### config.mk
export PLATFORM = sky130hd
export DESIGN_NAME = acrp_host_port
export DESIGN_NICKNAME = d
export VERILOG_FILES = /design/src/rtl/acrp_pkg.sv /design/src/rtl/acrp_addr_if.sv /design/src/rtl/acrp_addr_latch.sv /design/src/rtl/acrp_host_port.sv
export SDC_FILE = /design/constraint.sdc
export NUM_CORES = 1
export LEC_CHECK = 0
export BUFFER_PORTS_ARGS = -buffer_cell sky130_fd_sc_hd__clkbuf_2
export CAP_MARGIN = 25
export CORE_MARGIN = 2
export CORE_UTILIZATION = 59
export CTS_CLUSTER_SIZE = 28
export DETAILED_ROUTE_END_ITERATION = 10
export GPL_ROUTABILITY_DRIVEN = 1
export PLACE_DENSITY_LB_ADDON = 0.12
export SLEW_MARGIN = 10
export SYNTH_ARGS = -nofsm -noshare
export SYNTH_HDL_FRONTEND = slang
export SYNTH_HIERARCHICAL = 1
export SYNTH_SLANG_ARGS = --single-unit
### constraint.sdc
create_clock -name ref_clk -period 3.7 [get_ports ref_clk]
set_input_delay 0.185 -clock ref_clk [delete_from_list [all_inputs] [get_ports ref_clk]]
set_output_delay 0.185 -clock ref_clk [all_outputs]
set_load 0.01 [all_outputs]
### src/rtl/acrp_pkg.sv
// Purpose: shared constants for the host register port
// Assumes: 8-bit address and data, synchronous sampled strobes
// Notes:   register offsets are local choices of this block
`default_nettype none
package acrp_pkg;
    localparam int            ADDR_W       = 8;
    localparam int            DATA_W       = 8;
    localparam int            TEST_BIT     = 7;
    localparam int            NUM_REGS     = 8;
    localparam logic [6:0]    OFS_SCRATCH  = 7'h00;
    localparam logic [6:0]    OFS_CONTROL  = 7'h01;
    localparam logic [6:0]    OFS_IRQ_STAT = 7'h02;
    localparam logic [6:0]    OFS_IRQ_MASK = 7'h03;
    localparam logic [6:0]    OFS_ID       = 7'h04;
    localparam logic [7:0]    RST_VALUE    = 8'h00;
    localparam logic [7:0]    ID_VALUE     = 8'h5a; // arbitrary value
    localparam logic [7:0]    READ_ZERO    = 8'h00;
endpackage : acrp_pkg
`default_nettype wire

### src/rtl/acrp_addr_if.sv
// Purpose: carries latched address from latch to register file
// Assumes: single clock
// Notes:   none
`default_nettype none
interface acrp_addr_if;
    logic [7:0] addr;
    logic       test_sel;
    modport src (output addr, output test_sel);
    modport dst (input addr, input test_sel);
endinterface : acrp_addr_if
`default_nettype wire

### src/rtl/acrp_addr_latch.sv
// Purpose: transparent address latch controlled by latch enable
// Assumes: inputs synchronous to ref_clk
// Notes:   latch modelled as a flop with bypass
`default_nettype none
module acrp_addr_latch (
    // clock and reset
    input  wire logic       ref_clk,
    input  wire logic       rstn,
    // host pins
    input  wire logic [7:0] register_select_lines,
    input  wire logic       address_latch_enable,
    // latched address
    acrp_addr_if.src        out
);
    logic [7:0] held_r;

    always_ff @(posedge ref_clk or negedge rstn) begin
        if (!rstn) begin
            held_r <= acrp_pkg::RST_VALUE;
        end else if (address_latch_enable) begin
            held_r <= register_select_lines;
        end
    end

    // transparent while enable high, hold otherwise
    assign out.addr     = address_latch_enable ? register_select_lines : held_r;
    assign out.test_sel = out.addr[acrp_pkg::TEST_BIT];

    chk_latch_holds : assert property (@(posedge ref_clk) disable iff (!rstn)
        !address_latch_enable && !$past(address_latch_enable) |-> $stable(out.addr))
        else $error("address changed while latch closed");
endmodule : acrp_addr_latch
`default_nettype wire

### src/rtl/acrp_host_port.sv
// Purpose: asynchronous 8-bit host register port of the device
// Assumes: strobes sampled on ref_clk; host keeps its own timing
// Notes:   data bus split into in, out and enable (enable low = drive)
// Functional notes
// - drive data while read and select low
// - store data on write strobe rise
// - data bus is bidirectional eight bits
// - decode address to select register
// - address latch transparent when enable high
// - reset acts asynchronously, active low
// - irq low while unmasked source active
`default_nettype none
module acrp_host_port (
    // clock and reset
    input  wire logic       ref_clk,
    input  wire logic       rstn,
    // host strobes
    input  wire logic       chip_select_n,
    input  wire logic       read_strobe_n,
    input  wire logic       write_strobe_n,
    // address
    input  wire logic [7:0] register_select_lines,
    input  wire logic       address_latch_enable,
    // data bus
    input  wire logic [7:0] host_bus_in,
    output logic      [7:0] host_bus_out,
    output logic            host_bus_oe_n,
    // device side
    input  wire logic [7:0] event_in,
    output logic      [7:0] control_out,
    output logic            test_access,
    // interrupt, open drain
    output logic            irq_n_out,
    output logic            irq_n_oe_n
);
    acrp_addr_if a_if ();
    logic [7:0] scratch_r;
    logic [7:0] control_r;
    logic [7:0] stat_r;
    logic [7:0] mask_r;
    logic [7:0] test_r;
    logic [7:0] rdata;
    logic [7:0] clr_mask;
    logic       wr_d_r;
    logic       wr_rise;
    logic       sel_wr_r;
    logic       irq_act;

    acrp_addr_latch u_latch (
        .ref_clk               (ref_clk),
        .rstn                  (rstn),
        .register_select_lines (register_select_lines),
        .address_latch_enable  (address_latch_enable),
        .out                   (a_if)
    );

    function automatic logic hit(input logic [7:0] a, input logic [6:0] ofs);
        hit = (a[6:0] == ofs);
    endfunction : hit

    // edge of write strobe; select must have been low with it
    always_ff @(posedge ref_clk or negedge rstn) begin
        if (!rstn) begin
            wr_d_r   <= 1'b1;
            sel_wr_r <= 1'b0;
        end else begin
            wr_d_r   <= write_strobe_n;
            sel_wr_r <= !chip_select_n && !write_strobe_n;
        end
    end
    assign wr_rise = write_strobe_n && !wr_d_r && sel_wr_r;

    // normal-space writable registers
    always_ff @(posedge ref_clk or negedge rstn) begin
        if (!rstn) begin
            scratch_r <= acrp_pkg::RST_VALUE;
            control_r <= acrp_pkg::RST_VALUE;
            mask_r    <= acrp_pkg::RST_VALUE;
        end else if (wr_rise && !a_if.test_sel) begin
            if (hit(a_if.addr, acrp_pkg::OFS_SCRATCH)) scratch_r <= host_bus_in;
            if (hit(a_if.addr, acrp_pkg::OFS_CONTROL)) control_r <= host_bus_in;
            if (hit(a_if.addr, acrp_pkg::OFS_IRQ_MASK)) mask_r <= host_bus_in;
        end
    end

    // test-space register kept apart so test writes never disturb normal state
    always_ff @(posedge ref_clk or negedge rstn) begin
        if (!rstn) begin
            test_r <= acrp_pkg::RST_VALUE;
        end else if (wr_rise && a_if.test_sel && hit(a_if.addr, acrp_pkg::OFS_SCRATCH)) begin
            test_r <= host_bus_in;
        end
    end

    // sticky status, write one to clear; a new event wins over the clear
    assign clr_mask = (wr_rise && !a_if.test_sel && hit(a_if.addr, acrp_pkg::OFS_IRQ_STAT))
                      ? host_bus_in : acrp_pkg::READ_ZERO;
    always_ff @(posedge ref_clk or negedge rstn) begin
        if (!rstn) begin
            stat_r <= acrp_pkg::RST_VALUE;
        end else begin
            stat_r <= (stat_r & ~clr_mask) | event_in;
        end
    end

    assign irq_act = |(stat_r & mask_r);

    // read mux
    always_comb begin
        rdata = acrp_pkg::READ_ZERO;
        if (a_if.test_sel) begin
            if (hit(a_if.addr, acrp_pkg::OFS_SCRATCH)) rdata = test_r;
        end else begin
            unique case (a_if.addr[6:0])
                acrp_pkg::OFS_SCRATCH:  rdata = scratch_r;
                acrp_pkg::OFS_CONTROL:  rdata = control_r;
                acrp_pkg::OFS_IRQ_STAT: rdata = stat_r;
                acrp_pkg::OFS_IRQ_MASK: rdata = mask_r;
                acrp_pkg::OFS_ID:       rdata = acrp_pkg::ID_VALUE;
                default:                rdata = acrp_pkg::READ_ZERO;
            endcase
        end
    end

    // read data registered; one cycle latency after strobe falls
    always_ff @(posedge ref_clk or negedge rstn) begin
        if (!rstn) begin
            host_bus_out  <= acrp_pkg::READ_ZERO;
            host_bus_oe_n <= 1'b1;
        end else begin
            host_bus_out  <= rdata;
            host_bus_oe_n <= read_strobe_n || chip_select_n;
        end
    end

    assign control_out = control_r;
    assign test_access = a_if.test_sel;
    assign irq_n_out   = 1'b0;
    assign irq_n_oe_n  = !irq_act;

    chk_bus_release : assert property (@(posedge ref_clk) disable iff (!rstn)
        (read_strobe_n || chip_select_n) |=> host_bus_oe_n)
        else $error("bus driven outside read");
    chk_bus_drive : assert property (@(posedge ref_clk) disable iff (!rstn)
        (!read_strobe_n && !chip_select_n) |=> !host_bus_oe_n)
        else $error("bus not driven during read");
    chk_read_data : assert property (@(posedge ref_clk) disable iff (!rstn)
        (!read_strobe_n && !chip_select_n && !a_if.test_sel && a_if.addr[6:0] == acrp_pkg::OFS_ID)
        |=> host_bus_out == acrp_pkg::ID_VALUE)
        else $error("wrong read data");
    chk_write_store : assert property (@(posedge ref_clk) disable iff (!rstn)
        (wr_rise && !a_if.test_sel && a_if.addr[6:0] == acrp_pkg::OFS_CONTROL)
        |=> control_r == $past(host_bus_in))
        else $error("write not stored");
    chk_no_write : assert property (@(posedge ref_clk) disable iff (!rstn)
        !wr_rise |=> $stable(control_r))
        else $error("control changed without write");
    chk_test_space : assert property (@(posedge ref_clk) disable iff (!rstn)
        (wr_rise && a_if.test_sel) |=> $stable(scratch_r) && $stable(mask_r))
        else $error("test write hit normal space");
    chk_irq_level : assert property (@(posedge ref_clk) disable iff (!rstn)
        irq_n_oe_n == !(|(stat_r & mask_r)))
        else $error("irq not tracking sources");
    chk_event_sticky : assert property (@(posedge ref_clk) disable iff (!rstn)
        (event_in != acrp_pkg::READ_ZERO) |=> ((stat_r & $past(event_in)) == $past(event_in)))
        else $error("event lost");
    chk_reset_state : assert property (@(posedge ref_clk)
        !rstn |-> host_bus_oe_n && control_r == acrp_pkg::RST_VALUE)
        else $error("reset not applied");
    chk_latch_pass : assert property (@(posedge ref_clk) disable iff (!rstn)
        address_latch_enable |-> a_if.addr == register_select_lines)
        else $error("address latch not transparent");
    chk_scratch_store : assert property (@(posedge ref_clk) disable iff (!rstn)
        (wr_rise && !a_if.test_sel && a_if.addr[6:0] == acrp_pkg::OFS_SCRATCH)
        |=> scratch_r == $past(host_bus_in))
        else $error("scratch write not stored");
    chk_mask_store : assert property (@(posedge ref_clk) disable iff (!rstn)
        (wr_rise && !a_if.test_sel && a_if.addr[6:0] == acrp_pkg::OFS_IRQ_MASK)
        |=> mask_r == $past(host_bus_in))
        else $error("mask write not stored");
    chk_test_store : assert property (@(posedge ref_clk) disable iff (!rstn)
        (wr_rise && a_if.test_sel && a_if.addr[6:0] == acrp_pkg::OFS_SCRATCH)
        |=> test_r == $past(host_bus_in))
        else $error("test scratch write not stored");
    chk_stat_clear : assert property (@(posedge ref_clk) disable iff (!rstn)
        (wr_rise && !a_if.test_sel && a_if.addr[6:0] == acrp_pkg::OFS_IRQ_STAT)
        |=> (stat_r & $past(host_bus_in) & ~$past(event_in)) == acrp_pkg::READ_ZERO)
        else $error("status bit not cleared");
    chk_select_gate : assert property (@(posedge ref_clk) disable iff (!rstn)
        (write_strobe_n && !wr_d_r && !sel_wr_r)
        |=> $stable(scratch_r) && $stable(control_r) && $stable(mask_r))
        else $error("write stored without chip select");
    // read data is registered, so it must match the register one cycle earlier
    chk_read_scratch : assert property (@(posedge ref_clk) disable iff (!rstn)
        (!read_strobe_n && !chip_select_n && !a_if.test_sel && a_if.addr[6:0] == acrp_pkg::OFS_SCRATCH)
        |=> host_bus_out == $past(scratch_r))
        else $error("scratch read data wrong");
    chk_read_control : assert property (@(posedge ref_clk) disable iff (!rstn)
        (!read_strobe_n && !chip_select_n && !a_if.test_sel && a_if.addr[6:0] == acrp_pkg::OFS_CONTROL)
        |=> host_bus_out == $past(control_r))
        else $error("control read data wrong");
    chk_read_stat : assert property (@(posedge ref_clk) disable iff (!rstn)
        (!read_strobe_n && !chip_select_n && !a_if.test_sel && a_if.addr[6:0] == acrp_pkg::OFS_IRQ_STAT)
        |=> host_bus_out == $past(stat_r))
        else $error("status read data wrong");
    chk_read_mask : assert property (@(posedge ref_clk) disable iff (!rstn)
        (!read_strobe_n && !chip_select_n && !a_if.test_sel && a_if.addr[6:0] == acrp_pkg::OFS_IRQ_MASK)
        |=> host_bus_out == $past(mask_r))
        else $error("mask read data wrong");
    chk_read_test : assert property (@(posedge ref_clk) disable iff (!rstn)
        (!read_strobe_n && !chip_select_n && a_if.test_sel && a_if.addr[6:0] == acrp_pkg::OFS_SCRATCH)
        |=> host_bus_out == $past(test_r))
        else $error("test scratch read data wrong");
    chk_read_unmapped : assert property (@(posedge ref_clk) disable iff (!rstn)
        (!read_strobe_n && !chip_select_n && a_if.test_sel && a_if.addr[6:0] != acrp_pkg::OFS_SCRATCH)
        |=> host_bus_out == acrp_pkg::READ_ZERO)
        else $error("unmapped test read not zero");
    chk_irq_assert : assert property (@(posedge ref_clk) disable iff (!rstn)
        ((stat_r & mask_r) != acrp_pkg::READ_ZERO) |-> !irq_n_oe_n && irq_n_out == 1'b0)
        else $error("irq pin not pulled low");
endmodule : acrp_host_port
`default_nettype wire

# Word level (Yosys, flattened, before mapping)
# Index checks and enable logic that the tools add are counted.
[totals]
regBits = 59
input_bits = 30
output_inout_bits = 20
[op_classes]
n_eq_ne = 4
muxes = 5
n_bitwise = 4
reduce_logical = 18
[op_table]
columns = ["operator", "count"]
rows = [
  ["one-hot mux 8 bit (5 select lines)", 1],
  ["2-to-1 mux 8 bit", 4],
  ["AND 8 bit", 2],
  ["== test 7 x 2 -> 1 bit (second input constant)", 2],
  ["NOT 8 bit", 1],
  ["bitwise OR 8 bit", 1],
  ["OR reduction 8 bit", 1],
  ["== test 7 x 1 -> 1 bit (second input constant)", 1],
  ["== test 7 x 3 -> 1 bit (second input constant)", 1],
  ["logical AND 1 bit", 7],
  ["logical NOT 7 bit", 1],
  ["AND reduction 2 bit", 3],
  ["logical NOT 1 bit", 5],
  ["logical OR 1 bit", 1],
]

# Longest topological paths before layout
# Gate-level depths: netlist (run 1).
[logic_depth]
depth_word = 9
ltp_mapped = 8
ltp_nobuf = 5

# Cells and area by module
# Netlist (run 1), hierarchy kept.
[by_module_without_submodules]
columns = ["module", "n_inst", "cells_each", "area_per_inst_um2", "seq_area_each_um2"]
rows = [
  ["acrp_host_port", 1, 188, 2337.2, 1278.7],
  ["acrp_addr_latch", 1, 18, 339.1, 200.2],
]

# Worst setup path after synthesis (run 1)
# No wires, ideal clock.
[synth_path]
path_kind = "input port to flip-flop"
from = "in address_latch_enable"
to = "reg scratch_r[0]"
arrival_ps = 2259
t_required_ps = 3575
path_slack_ps = 1316
stages = 7
n_path_buf = 2
path_cell_list = "buf_6 mux2_4 or4_1 buf_2 or2_4 nor4_4 mux2_2"
[synth_via]
word_cells_on_any_way = 5
[synth_lines]
columns = ["item", "line", "rtl"]
rows = [
  ["start, declared", "acrp_host_port.sv:23", "input wire logic address_latch_enable,"],
  ["2-to-1 mux 8 bit", "n/a", ""],
  ["net a_if.addr[3]", "acrp_addr_if.sv:6", "logic [7:0] addr;"],
  ["logical NOT 7 bit", "acrp_host_port.sv:58", "hit = (a[6:0] == ofs);"],
  ["AND reduction 2 bit (no source line)", "n/a", ""],
  ["end signal, assigned", "acrp_host_port.sv:76", "scratch_r <= acrp_pkg::RST_VALUE;"],
  ["end signal, assigned", "acrp_host_port.sv:80", "if (hit(a_if.addr, acrp_pkg::OFS_SCRATCH)) scratch_r <= host_bus_in;"],
  ["end, declared", "acrp_host_port.sv:37", "logic [7:0] scratch_r;"],
]
# The timed path passes the listed nets, and every way through them passes these cells.
# A chain may end at the register's enable or synchronous reset.

# Final worst setup path (run 1)
[layout_path]
from = "reg u_latch.held_r[3]"
to = "reg control_r[1], in the netlist control_out[1]"
[layout_via]
elab_chain_cells = 3
[layout_lines]
columns = ["item", "line", "rtl"]
rows = [
  ["start, declared", "acrp_addr_latch.sv:15", "logic [7:0] held_r;"],
  ["start signal, assigned", "acrp_addr_latch.sv:19", "held_r <= acrp_pkg::RST_VALUE;"],
  ["start signal, assigned", "acrp_addr_latch.sv:21", "held_r <= register_select_lines;"],
  ["2-to-1 mux 8 bit", "n/a", ""],
  ["net a_if.addr[3]", "acrp_addr_if.sv:6", ""],
  ["== test 7 x 1 -> 1 bit", "acrp_host_port.sv:58", ""],
  ["AND reduction 2 bit (no source line)", "n/a", ""],
  ["end signal, assigned", "acrp_host_port.sv:77", "control_r <= acrp_pkg::RST_VALUE;"],
  ["end signal, assigned", "acrp_host_port.sv:81", "if (hit(a_if.addr, acrp_pkg::OFS_CONTROL)) control_r <= host_bus_in;"],
  ["end, declared", "acrp_host_port.sv:38", "logic [7:0] control_r;"],
]
# The timed path passes the listed nets, and every way through them passes these cells.

==> results of run 1 <==
-- placed cells by master (no fill, tap or decap), types with 3 or more instances in the layout --
cell type / count
sky130_fd_sc_hd__nand2b_1: 9
sky130_fd_sc_hd__mux2i_1: 4
sky130_fd_sc_hd__mux2_2: 40
sky130_fd_sc_hd__o21ai_0: 4
sky130_fd_sc_hd__nor3_1: 7
sky130_fd_sc_hd__nor2_1: 7
sky130_fd_sc_hd__a22oi_1: 4
sky130_fd_sc_hd__nand2_1: 15
sky130_fd_sc_hd__clkbuf_8: 10
sky130_fd_sc_hd__a211oi_1: 6
sky130_fd_sc_hd__clkbuf_1: 6
sky130_fd_sc_hd__dfrtp_1: 57
sky130_fd_sc_hd__a21oi_1: 8
sky130_fd_sc_hd__clkbuf_2: 48
sky130_fd_sc_hd__dlygate4sd3_1: 3
sky130_fd_sc_hd__mux2_4: 8
sky130_fd_sc_hd__a21o_1: 8
-- sequential cells by signal, summed over array words and instances (netlist names), 8 cells and up --
| name | count |
|---|---|
| control_out | 8 |
| host_bus_out | 8 |
| mask_r | 8 |
| scratch_r | 8 |
| stat_r | 8 |
| test_r | 8 |
| u_latch/held_r | 8 |
-- through the flow --
step | util, % | worst slack [ns] | hold WS [ns] | std cells | power (W)
global placement | 67.5 | 0.934 | 0.269 | 297 | 0.000820
floorplan | - | 1.32 | -0.111 | 205 | 0.000770
detailed placement | 67.5 | 0.884 | 0.274 | 297 | 0.000823
finish | 71.9 | 1.05 | 0.0237 | 316 | 0.00131
global route | 71.9 | 0.947 | 0.0245 | 316 | 0.00136
CTS | 71.9 | 1.04 | 0.0137 | 316 | 0.00132
-- repair_timing --
action | in CTS | in global routing
endpoints found under the setup margin | 0 | 0
endpoints found under the hold margin | 29 | 0
hold buffers | 3 | 0
-- report_power, final --
part           total (W)  internal (W)  leakage, nW  switching, W
Combinational   0.000144     0.0000630        0.649     0.0000807
Sequential      0.000669      0.000663        0.755    0.00000627
Clock           0.000493      0.000263       0.0790      0.000230
Total            0.00131      0.000989         1.48      0.000317
-- metal layers --
metal / up-vias / global-route usage (%) / wire length (um)
li1: 842 / - / -
met2: 55 / 35.9 / 2550
met1: 908 / 33.1 / 2420
met3: 9 / 4.36 / 247
met5: - / 0 / 0
met4: 0 / 13.0 / 127
-- worst max-delay path, cell delays in order, from the launching register on --
cell                      delay, ns
sky130_fd_sc_hd__dfrtp_1       0.36
sky130_fd_sc_hd__mux2_4        0.27
sky130_fd_sc_hd__or4_1         0.71
sky130_fd_sc_hd__or2_4         0.35
sky130_fd_sc_hd__nor3b_4       0.45
sky130_fd_sc_hd__mux2_2        0.40
-- final timing paths --
path	endpoint	slack [ns]	cells past startpoint
min in group asynchronous	u_latch/held_r[7]	0.43	2
worst min-delay path	stat_r[2]	0.02	2
worst max-delay path	control_out[1]	1.05	5
worst min register to register	u_latch/held_r[3]	0.49	1
max in group asynchronous	test_r[7]	2.41	3
worst max register to register	control_out[1]	1.05	5
-- cell type report --
| cell class | count | area (um^2) | area share (%) |
|---|---|---|---|
| timing repair buffer | 53 | 285 | 9.12 |
| tap | 52 | 65.1 | 2.08 |
| multi-input combinational | 136 | 1140 | 36.4 |
| sequential | 59 | 1480 | 47.3 |
| clock buffer | 16 | 160 | 5.12 |
==> impl_metrics.ini, run 1 <==
[cts]
insertion_delay_ns = 0.34
clkTransAtPathRegs_ns = 0.06
htreeDepth = 3
cts_max_path_buffers = 2
root_buffer = sky130_fd_sc_hd__clkbuf_8
tritoncts = done
clock_sink_count = 59
cts_post_setup_buffers_inserted = 0
ctsResizeCount = 0
cts_inserted_buffers = 9

[finish]
fill_cell_instance_count_of_the_final_layout = 326
design.final.nets = 289
area_growth_syn_to_layout_pct = 17.3
postLayoutCellArea_um2 = 3130
diodes = 0
drive_above_1_share_pct = 44.3

[placed_design]
place.port_buffers = 48
place_hpwl_um = 3620
gp_congestion = 0.755
area_after_detailed_placement_um2 = 2940

[timing]
worstMarginPinSlew_ns = 0.727
timing.final.hold_violations = 0
final.period_utilization_pct = 71.7
final-max-slew-violation-count = 0
maxSlewHeadroom_pct = 51.6
timing.setup.tns_ns = 0
finClkSkew_ns = 0.00659
grt_setup_unrepaired = no
setup_viol_count_final = 0
finalCriticalPeriod_ns = 2.65
fmaxAchievable_mhz = 377

[run]
maxCapViolCount = 0

[global_routing]
grt_first_pass_wirelength_um = 9000
grt_max_degree = 31
grt_antenna_before_repair = 0
track_usage_pct = 23.8
global_route.overflow_total = 0
via_count_of_the_first_global_routing_pass = 1773

[die]
floorplan.initialDensity_pct = 61.3
core_region_area_um2 = 4350
rows = 24
dieWidth_um = 71.3
die-area_um2 = 5080
die_h_um = 71.3
top_level_ports = 50

[synth]
syn_inst = 205
synthesis.yosys.warnings = 6
synth_nets = 235
netlist_area_um2 = 2670
syn_avg_cell_area_um2 = 13.0

[setup_path]
critPathRequiredTime_ns = 3.92
timing.rr.start = u_latch/held_r[3]
critical_path.startpoint = u_latch/held_r[3]
critical_path_arrival_ns = 2.87
critPathKind = flop to flop
timing.critical_path.from_type = flop
cp_max_fo = 8
critical_path.endpoint_type = flop

[route]
drt-vias-per-instance = 5.74
drtAntennaViolNets = 0
vias = 1814
dr.first_iter.drc_count = 122
drt_pre_antenna_iters = 4
drc = 0
routed_wire_length_per_instance_um = 16.9
route.final.wire_length_um = 5340

[power_and_ir_drop]
power.static_leakage_nw = 1.48
power_per_cell_area_nw_per_um2 = 417
irDropWorstVdd_mv = 0.382

[outcome]
result_of_the_run = finished clean

[worst_hold_path]
worst_hold_startpoint = event_in[2]
min_path_type = input pin to flop
Note: power is estimated with default switching activity, not from simulation.
==> run 2, diff against run 1 <==
- ABC_AREA: unset -> 1
- CORE_UTILIZATION: 59 -> 50
- clock period: 3.7 -> 2.2 ns (I/O delays scaled with it)
==> impl_metrics.ini, run 2 <==
[worst_hold_path]
min_path_type = input pin to flop
min_delay_worst_endpoint = control_out[5]
hold_depth = 3
worst_hold_startpoint = host_bus_in[5]

[die]
rows = 26
floorplan.initialDensity_pct = 52.5
die_h_um = 77.9
dieWidth_um = 77.9
core_region_area_um2 = 5200
die-area_um2 = 6080
top_level_ports = 50

[setup_path]
critical_path.cell_chain = nand2_1 > nand2_1 > inv_1 > nand2_1 > nor2_4 > buf_4 > nand3_1 > o21ai_0 > o21bai_1 > nand2_1
worst_path_dominant_cell_family = simple AND/OR/NAND/NOR gates
critPathMaxStageDelay_ns = 0.38
timing.rr.start = u_latch/held_r[5]
critPathKind = flop to flop
timing.critical_path.from_type = flop
reg2reg_to = host_bus_out[4]
critical_path.endpoint_type = flop
slowest_stage = sky130_fd_sc_hd__dfrtp_1
critPathRequiredTime_ns = 2.48
critical_path_arrival_ns = 2.02
r2r.worst_path.cells = 10
path_buf_inv = 2
cp_max_fo = 17
timing.critical_path.mode_cell = sky130_fd_sc_hd__nand2_1
ff2ff_setup_slack_ns = 0.46

[finish]
commonest_cells_after_routing_fill_and_taps_aside = sky130_fd_sc_hd__nand2_1, sky130_fd_sc_hd__dfrtp_1, sky130_fd_sc_hd__clkbuf_2
drive_above_1_share_pct = 25.5
area_growth_syn_to_layout_pct = 22.6
design.final.nets = 411
diodes = 0
final_cells = 455
most_common_cell_after_layout_fill_and_taps_aside = sky130_fd_sc_hd__nand2_1
finalCoreUtilization_pct = 64.4

[placed_design]
preCtsSetupSlack_ns = 0.464
place_hpwl_um = 4430
dp_cells = 426
place.port_buffers = 48
gp_congestion = 0.852

[power_and_ir_drop]
irDropWorstVdd_mv = 0.341
power.static_leakage_nw = 1.79
power.internal_w = 0.00181
combinationalPowerShare_pct = 11.1
seqPwrFrac_pct = 48.4
switchingPower_w = 0.000598
power_per_cell_area_nw_per_um2 = 719
switching_share_pct = 24.8
design_power_total_w = 0.00241
pwr-share-clk_pct = 40.5

[cts]
insertion_delay_ns = 0.34
clkTransAtPathRegs_ns = 0.07
htreeDepth = 3
ctsResizeCount = 0
tritoncts = done
cts_post_setup_buffers_inserted = 0
cts_inserted_buffers = 9
clock_sink_count = 59
holdBufCountCts = 14
cts_max_path_buffers = 2
root_buffer = sky130_fd_sc_hd__clkbuf_8

[synth]
syn_inst = 313
netlist_area_um2 = 2730
syn_avg_cell_area_um2 = 8.73
synthesis.yosys.warnings = 6
synth_nets = 343

[timing]
final-max-slew-violation-count = 0
final.setup.worst_slack_ns = 0.461
fin_hold_ws_ns = -0.000504
timing.final.hold_violations = 1
fmaxAchievable_mhz = 575
grt_setup_unrepaired = no
setup_viol_count_final = 0
timing.setup.tns_ns = 0
final.period_utilization_pct = 79.1
finalCriticalPeriod_ns = 1.74
worstMarginPinSlew_ns = 0.737
maxSlewHeadroom_pct = 50.8
finClkSkew_ns = 0.00665

[outcome]
result_of_the_run = complete, but fails checks
violations = hold timing

[global_routing]
grt_first_pass_wirelength_um = 10400
via_count_of_the_first_global_routing_pass = 2169
grt_antenna_before_repair = 0
global_route.overflow_total = 0
track_usage_pct = 22.6
grt_max_degree = 60

[route]
drt-vias-per-instance = 4.87
dr.first_iter.drc_count = 97
route.final.wire_length_um = 6070
drt_pre_antenna_iters = 4
vias = 2217
drtAntennaViolNets = 0
routed_wire_length_per_instance_um = 13.3
drc = 0

[run]
maxCapViolCount = 0
-- run 2: final cells by class --
type                       count  area, um^2
multi-input combinational    213        1060
sequential                    59        1480
fill                         471        1850
timing repair buffer          65         403
inverter                      33         124
clock buffer                  13         159
clock inverter                 2        35.0
tap                           70        87.6
-- run 2: worst reg2reg max path, cell delays in order (launching register included) --
cell                       delay (ns)
sky130_fd_sc_hd__dfrtp_1         0.38
sky130_fd_sc_hd__nand2_1         0.07
sky130_fd_sc_hd__nand2_1         0.09
sky130_fd_sc_hd__inv_1           0.07
sky130_fd_sc_hd__nand2_1         0.07
sky130_fd_sc_hd__nor2_4          0.24
sky130_fd_sc_hd__buf_4           0.27
sky130_fd_sc_hd__nand3_1         0.16
sky130_fd_sc_hd__o21ai_0         0.12
sky130_fd_sc_hd__o21bai_1        0.13
sky130_fd_sc_hd__nand2_1         0.08
-- run 2: layer usage --
metal  vias to the layer above  global-route usage [%]  part of all wire [%]
met3                        14                    4.53                   4.1
li1                       1132                       -                     -
met1                      1024                    33.0                    51
met4                         0                    9.65                   2.0
met5                         -                       0                     0
met2                        47                    32.8                    43
-- run 2: stage by stage --
step | hold slack, ns | cell area [um^2]
after floorplan | -0.186 | 2730
after global placement | 0.228 | 3020
after detailed placement | 0.229 | 3020
after CTS | 0.000510 | 3350
after global routing | 0.0147 | 3350
final | -0.000504 | 3350
-- run 2: power by group through the flow --
stage / combinational, W / clock [W] / sequential [W]
floorplan: 0.000147 / 0 / 0.00119
global placement: 0.000246 / 0 / 0.00119
detailed placement: 0.000250 / 0 / 0.00119
CTS: 0.000270 / 0.000985 / 0.00117
global route: 0.000302 / 0.00104 / 0.00117
finish: 0.000267 / 0.000977 / 0.00117
-- run 2: worst max-delay path by stage --
stage | from | to | slack, ns | cells after the start
after floorplan | u_latch/held_r[3] | test_r[6] | 0.72 | 11
after global placement | address_latch_enable | test_r[2] | 0.52 | 12
after detailed placement | address_latch_enable | mask_r[1] | 0.46 | 10
after CTS | u_latch/held_r[5] | host_bus_out[4] | 0.49 | 10
after global routing | u_latch/held_r[5] | mask_r[7] | 0.33 | 9
final | u_latch/held_r[5] | host_bus_out[4] | 0.46 | 10
==> run 3, diff against run 2 <==
- CORE_UTILIZATION: 50 -> 55
- clock period: 2.2 -> 1.8 ns (I/O delays scaled with it)
==> impl_metrics.ini, run 3 (synthesized netlist as in run 2, its figures left out) <==
[timing]
finalCriticalPeriod_ns = 1.66
finClkSkew_ns = 0.00881
final.period_utilization_pct = 92.5
fin_hold_ws_ns = 0.0122
fmaxAchievable_mhz = 601
timing.final.hold_violations = 0
final-max-slew-violation-count = 0
setup_viol_count_final = 0

[global_routing]
global_route.overflow_total = 0
via_count_of_the_first_global_routing_pass = 2136
track_usage_pct = 25.6
grt_max_degree = 36
grt_antenna_before_repair = 0
grt_first_pass_wirelength_um = 10300

[setup_path]
path_buf_inv = 2
critical_path.endpoint_type = flop
critical_path.cell_chain = nand2_1 > nand2_1 > nor3_2 > inv_1 > nor2_4 > buf_4 > nor2_1 > a21oi_1
timing.critical_path.mode_cell = sky130_fd_sc_hd__nand2_1
timing.rr.start = u_latch/held_r[7]
worst_path_dominant_cell_family = simple AND/OR/NAND/NOR gates
critPathKind = flop to flop
ff2ff_setup_slack_ns = 0.14
slowest_stage = sky130_fd_sc_hd__dfrtp_1
timing.critical_path.from_type = flop
critPathMaxStageDelay_ns = 0.37
r2r.worst_path.cells = 8
reg2reg_to = control_out[1]
critPathRequiredTime_ns = 2.06
cp_max_fo = 6
critical_path_arrival_ns = 1.93

[cts]
clock_sink_count = 59
insertion_delay_ns = 0.34
root_buffer = sky130_fd_sc_hd__clkbuf_8
cts_max_path_buffers = 2
htreeDepth = 3
clkTransAtPathRegs_ns = 0.07
tritoncts = done
cts_inserted_buffers = 9

[route]
dr.first_iter.drc_count = 153
route.final.wire_length_um = 6330
drc = 0
routed_wire_length_per_instance_um = 13.5
drt_pre_antenna_iters = 5
drt-vias-per-instance = 4.97
drtAntennaViolNets = 0
vias = 2329

[placed_design]
place.port_buffers = 48
gp_congestion = 0.852
area_after_detailed_placement_um2 = 3030
place_hpwl_um = 4440

[run]
maxCapViolCount = 0

[worst_hold_path]
hold_depth = 3
worst_hold_startpoint = register_select_lines[5]
min_delay_worst_endpoint = u_latch/held_r[5]
min_path_type = input pin to flop

[power_and_ir_drop]
design_power_total_w = 0.00334
power_per_cell_area_nw_per_um2 = 931
power.static_leakage_nw = 1.89
irDropWorstVdd_mv = 0.609

[finish]
fill_cell_instance_count_of_the_final_layout = 356
postLayoutCellArea_um2 = 3580
diodes = 0
most_common_cell_after_layout_fill_and_taps_aside = sky130_fd_sc_hd__nand2_1
area_growth_syn_to_layout_pct = 31.1
drive_above_1_share_pct = 27.6
design.final.nets = 427
commonest_cells_after_routing_fill_and_taps_aside = sky130_fd_sc_hd__nand2_1, sky130_fd_sc_hd__dfrtp_1, sky130_fd_sc_hd__clkbuf_2

[die]
floorplan.initialDensity_pct = 57.5
die_h_um = 74.5
rows = 25
die-area_um2 = 5550
core_region_area_um2 = 4750
top_level_ports = 50
dieWidth_um = 74.5

[outcome]
result_of_the_run = finished clean
## run 3: worst register-to-register path, stage by stage (launching register included)
cell,delay [ns]
sky130_fd_sc_hd__dfrtp_1,0.37
sky130_fd_sc_hd__nand2_1,0.06
sky130_fd_sc_hd__nand2_1,0.15
sky130_fd_sc_hd__nor3_2,0.29
sky130_fd_sc_hd__inv_1,0.19
sky130_fd_sc_hd__nor2_4,0.17
sky130_fd_sc_hd__buf_4,0.15
sky130_fd_sc_hd__nor2_1,0.04
sky130_fd_sc_hd__a21oi_1,0.15
## run 3: through the flow
| step | TNS [ns] | setup WS, ns | std cells | utilization, % |
|---|---|---|---|---|
| floorplan | 0 | 0.321 | 313 | - |
| global placement | 0 | 0.127 | 425 | 63.7 |
| detailed placement | 0 | 0.0711 | 425 | 63.7 |
| CTS | 0 | 0.0608 | 461 | 73.4 |
| global route | -0.0182 | -0.0172 | 469 | 75.4 |
| finish | 0 | 0.135 | 469 | 75.4 |
## run 3: final cells by class
cell class / count / area, um^2 / area share (%)
tap: 67 / 83.8 / 2.34
clock buffer: 12 / 165 / 4.61
multi-input combinational: 213 / 1070 / 30.0
timing repair buffer: 81 / 563 / 15.7
clock inverter: 4 / 95.1 / 2.65
inverter: 33 / 124 / 3.46
sequential: 59 / 1480 / 41.3
## run 3: what timing repair did
| action | in CTS | in global routing |
|---|---|---|
| buffers inserted | 0 | 8 |
| hold endpoints to repair | 76 | 0 |
| resized for setup | 0 | 2 |
| hold buffers | 20 | 0 |
| setup endpoints to repair | 0 | 34 |
## run 3: worst max path at each step
stage,to,slack [ns],cells after the start,startpoint
after global placement,mask_r[4],0.13,10,address_latch_enable
after detailed placement,scratch_r[4],0.07,9,address_latch_enable
after CTS,control_out[1],0.06,11,register_select_lines[4]
after floorplan,test_r[6],0.32,11,u_latch/held_r[3]
final,control_out[1],0.14,8,u_latch/held_r[7]
after global routing,host_bus_out[6],-0.02,13,register_select_lines[4]
## run 3: layer usage
layer / wire length, um / vias up / global-route usage (%) / share of wire [%]
li1: - / 1164 / - / -
met1: 3030 / 1079 / 35.5 / 48
met2: 2830 / 72 / 38.4 / 45
met3: 329 / 14 / 7.45 / 5.2
met4: 144 / 0 / 9.72 / 2.3
met5: 0 / - / 0 / 0
## run 3: report_power, final
| part | internal (W) | switching (W) |
|---|---|---|
| clock network | 0.00103 | 0.000515 |
| registers | 0.00139 | 0.0000330 |
| logic | 0.000146 | 0.000221 |
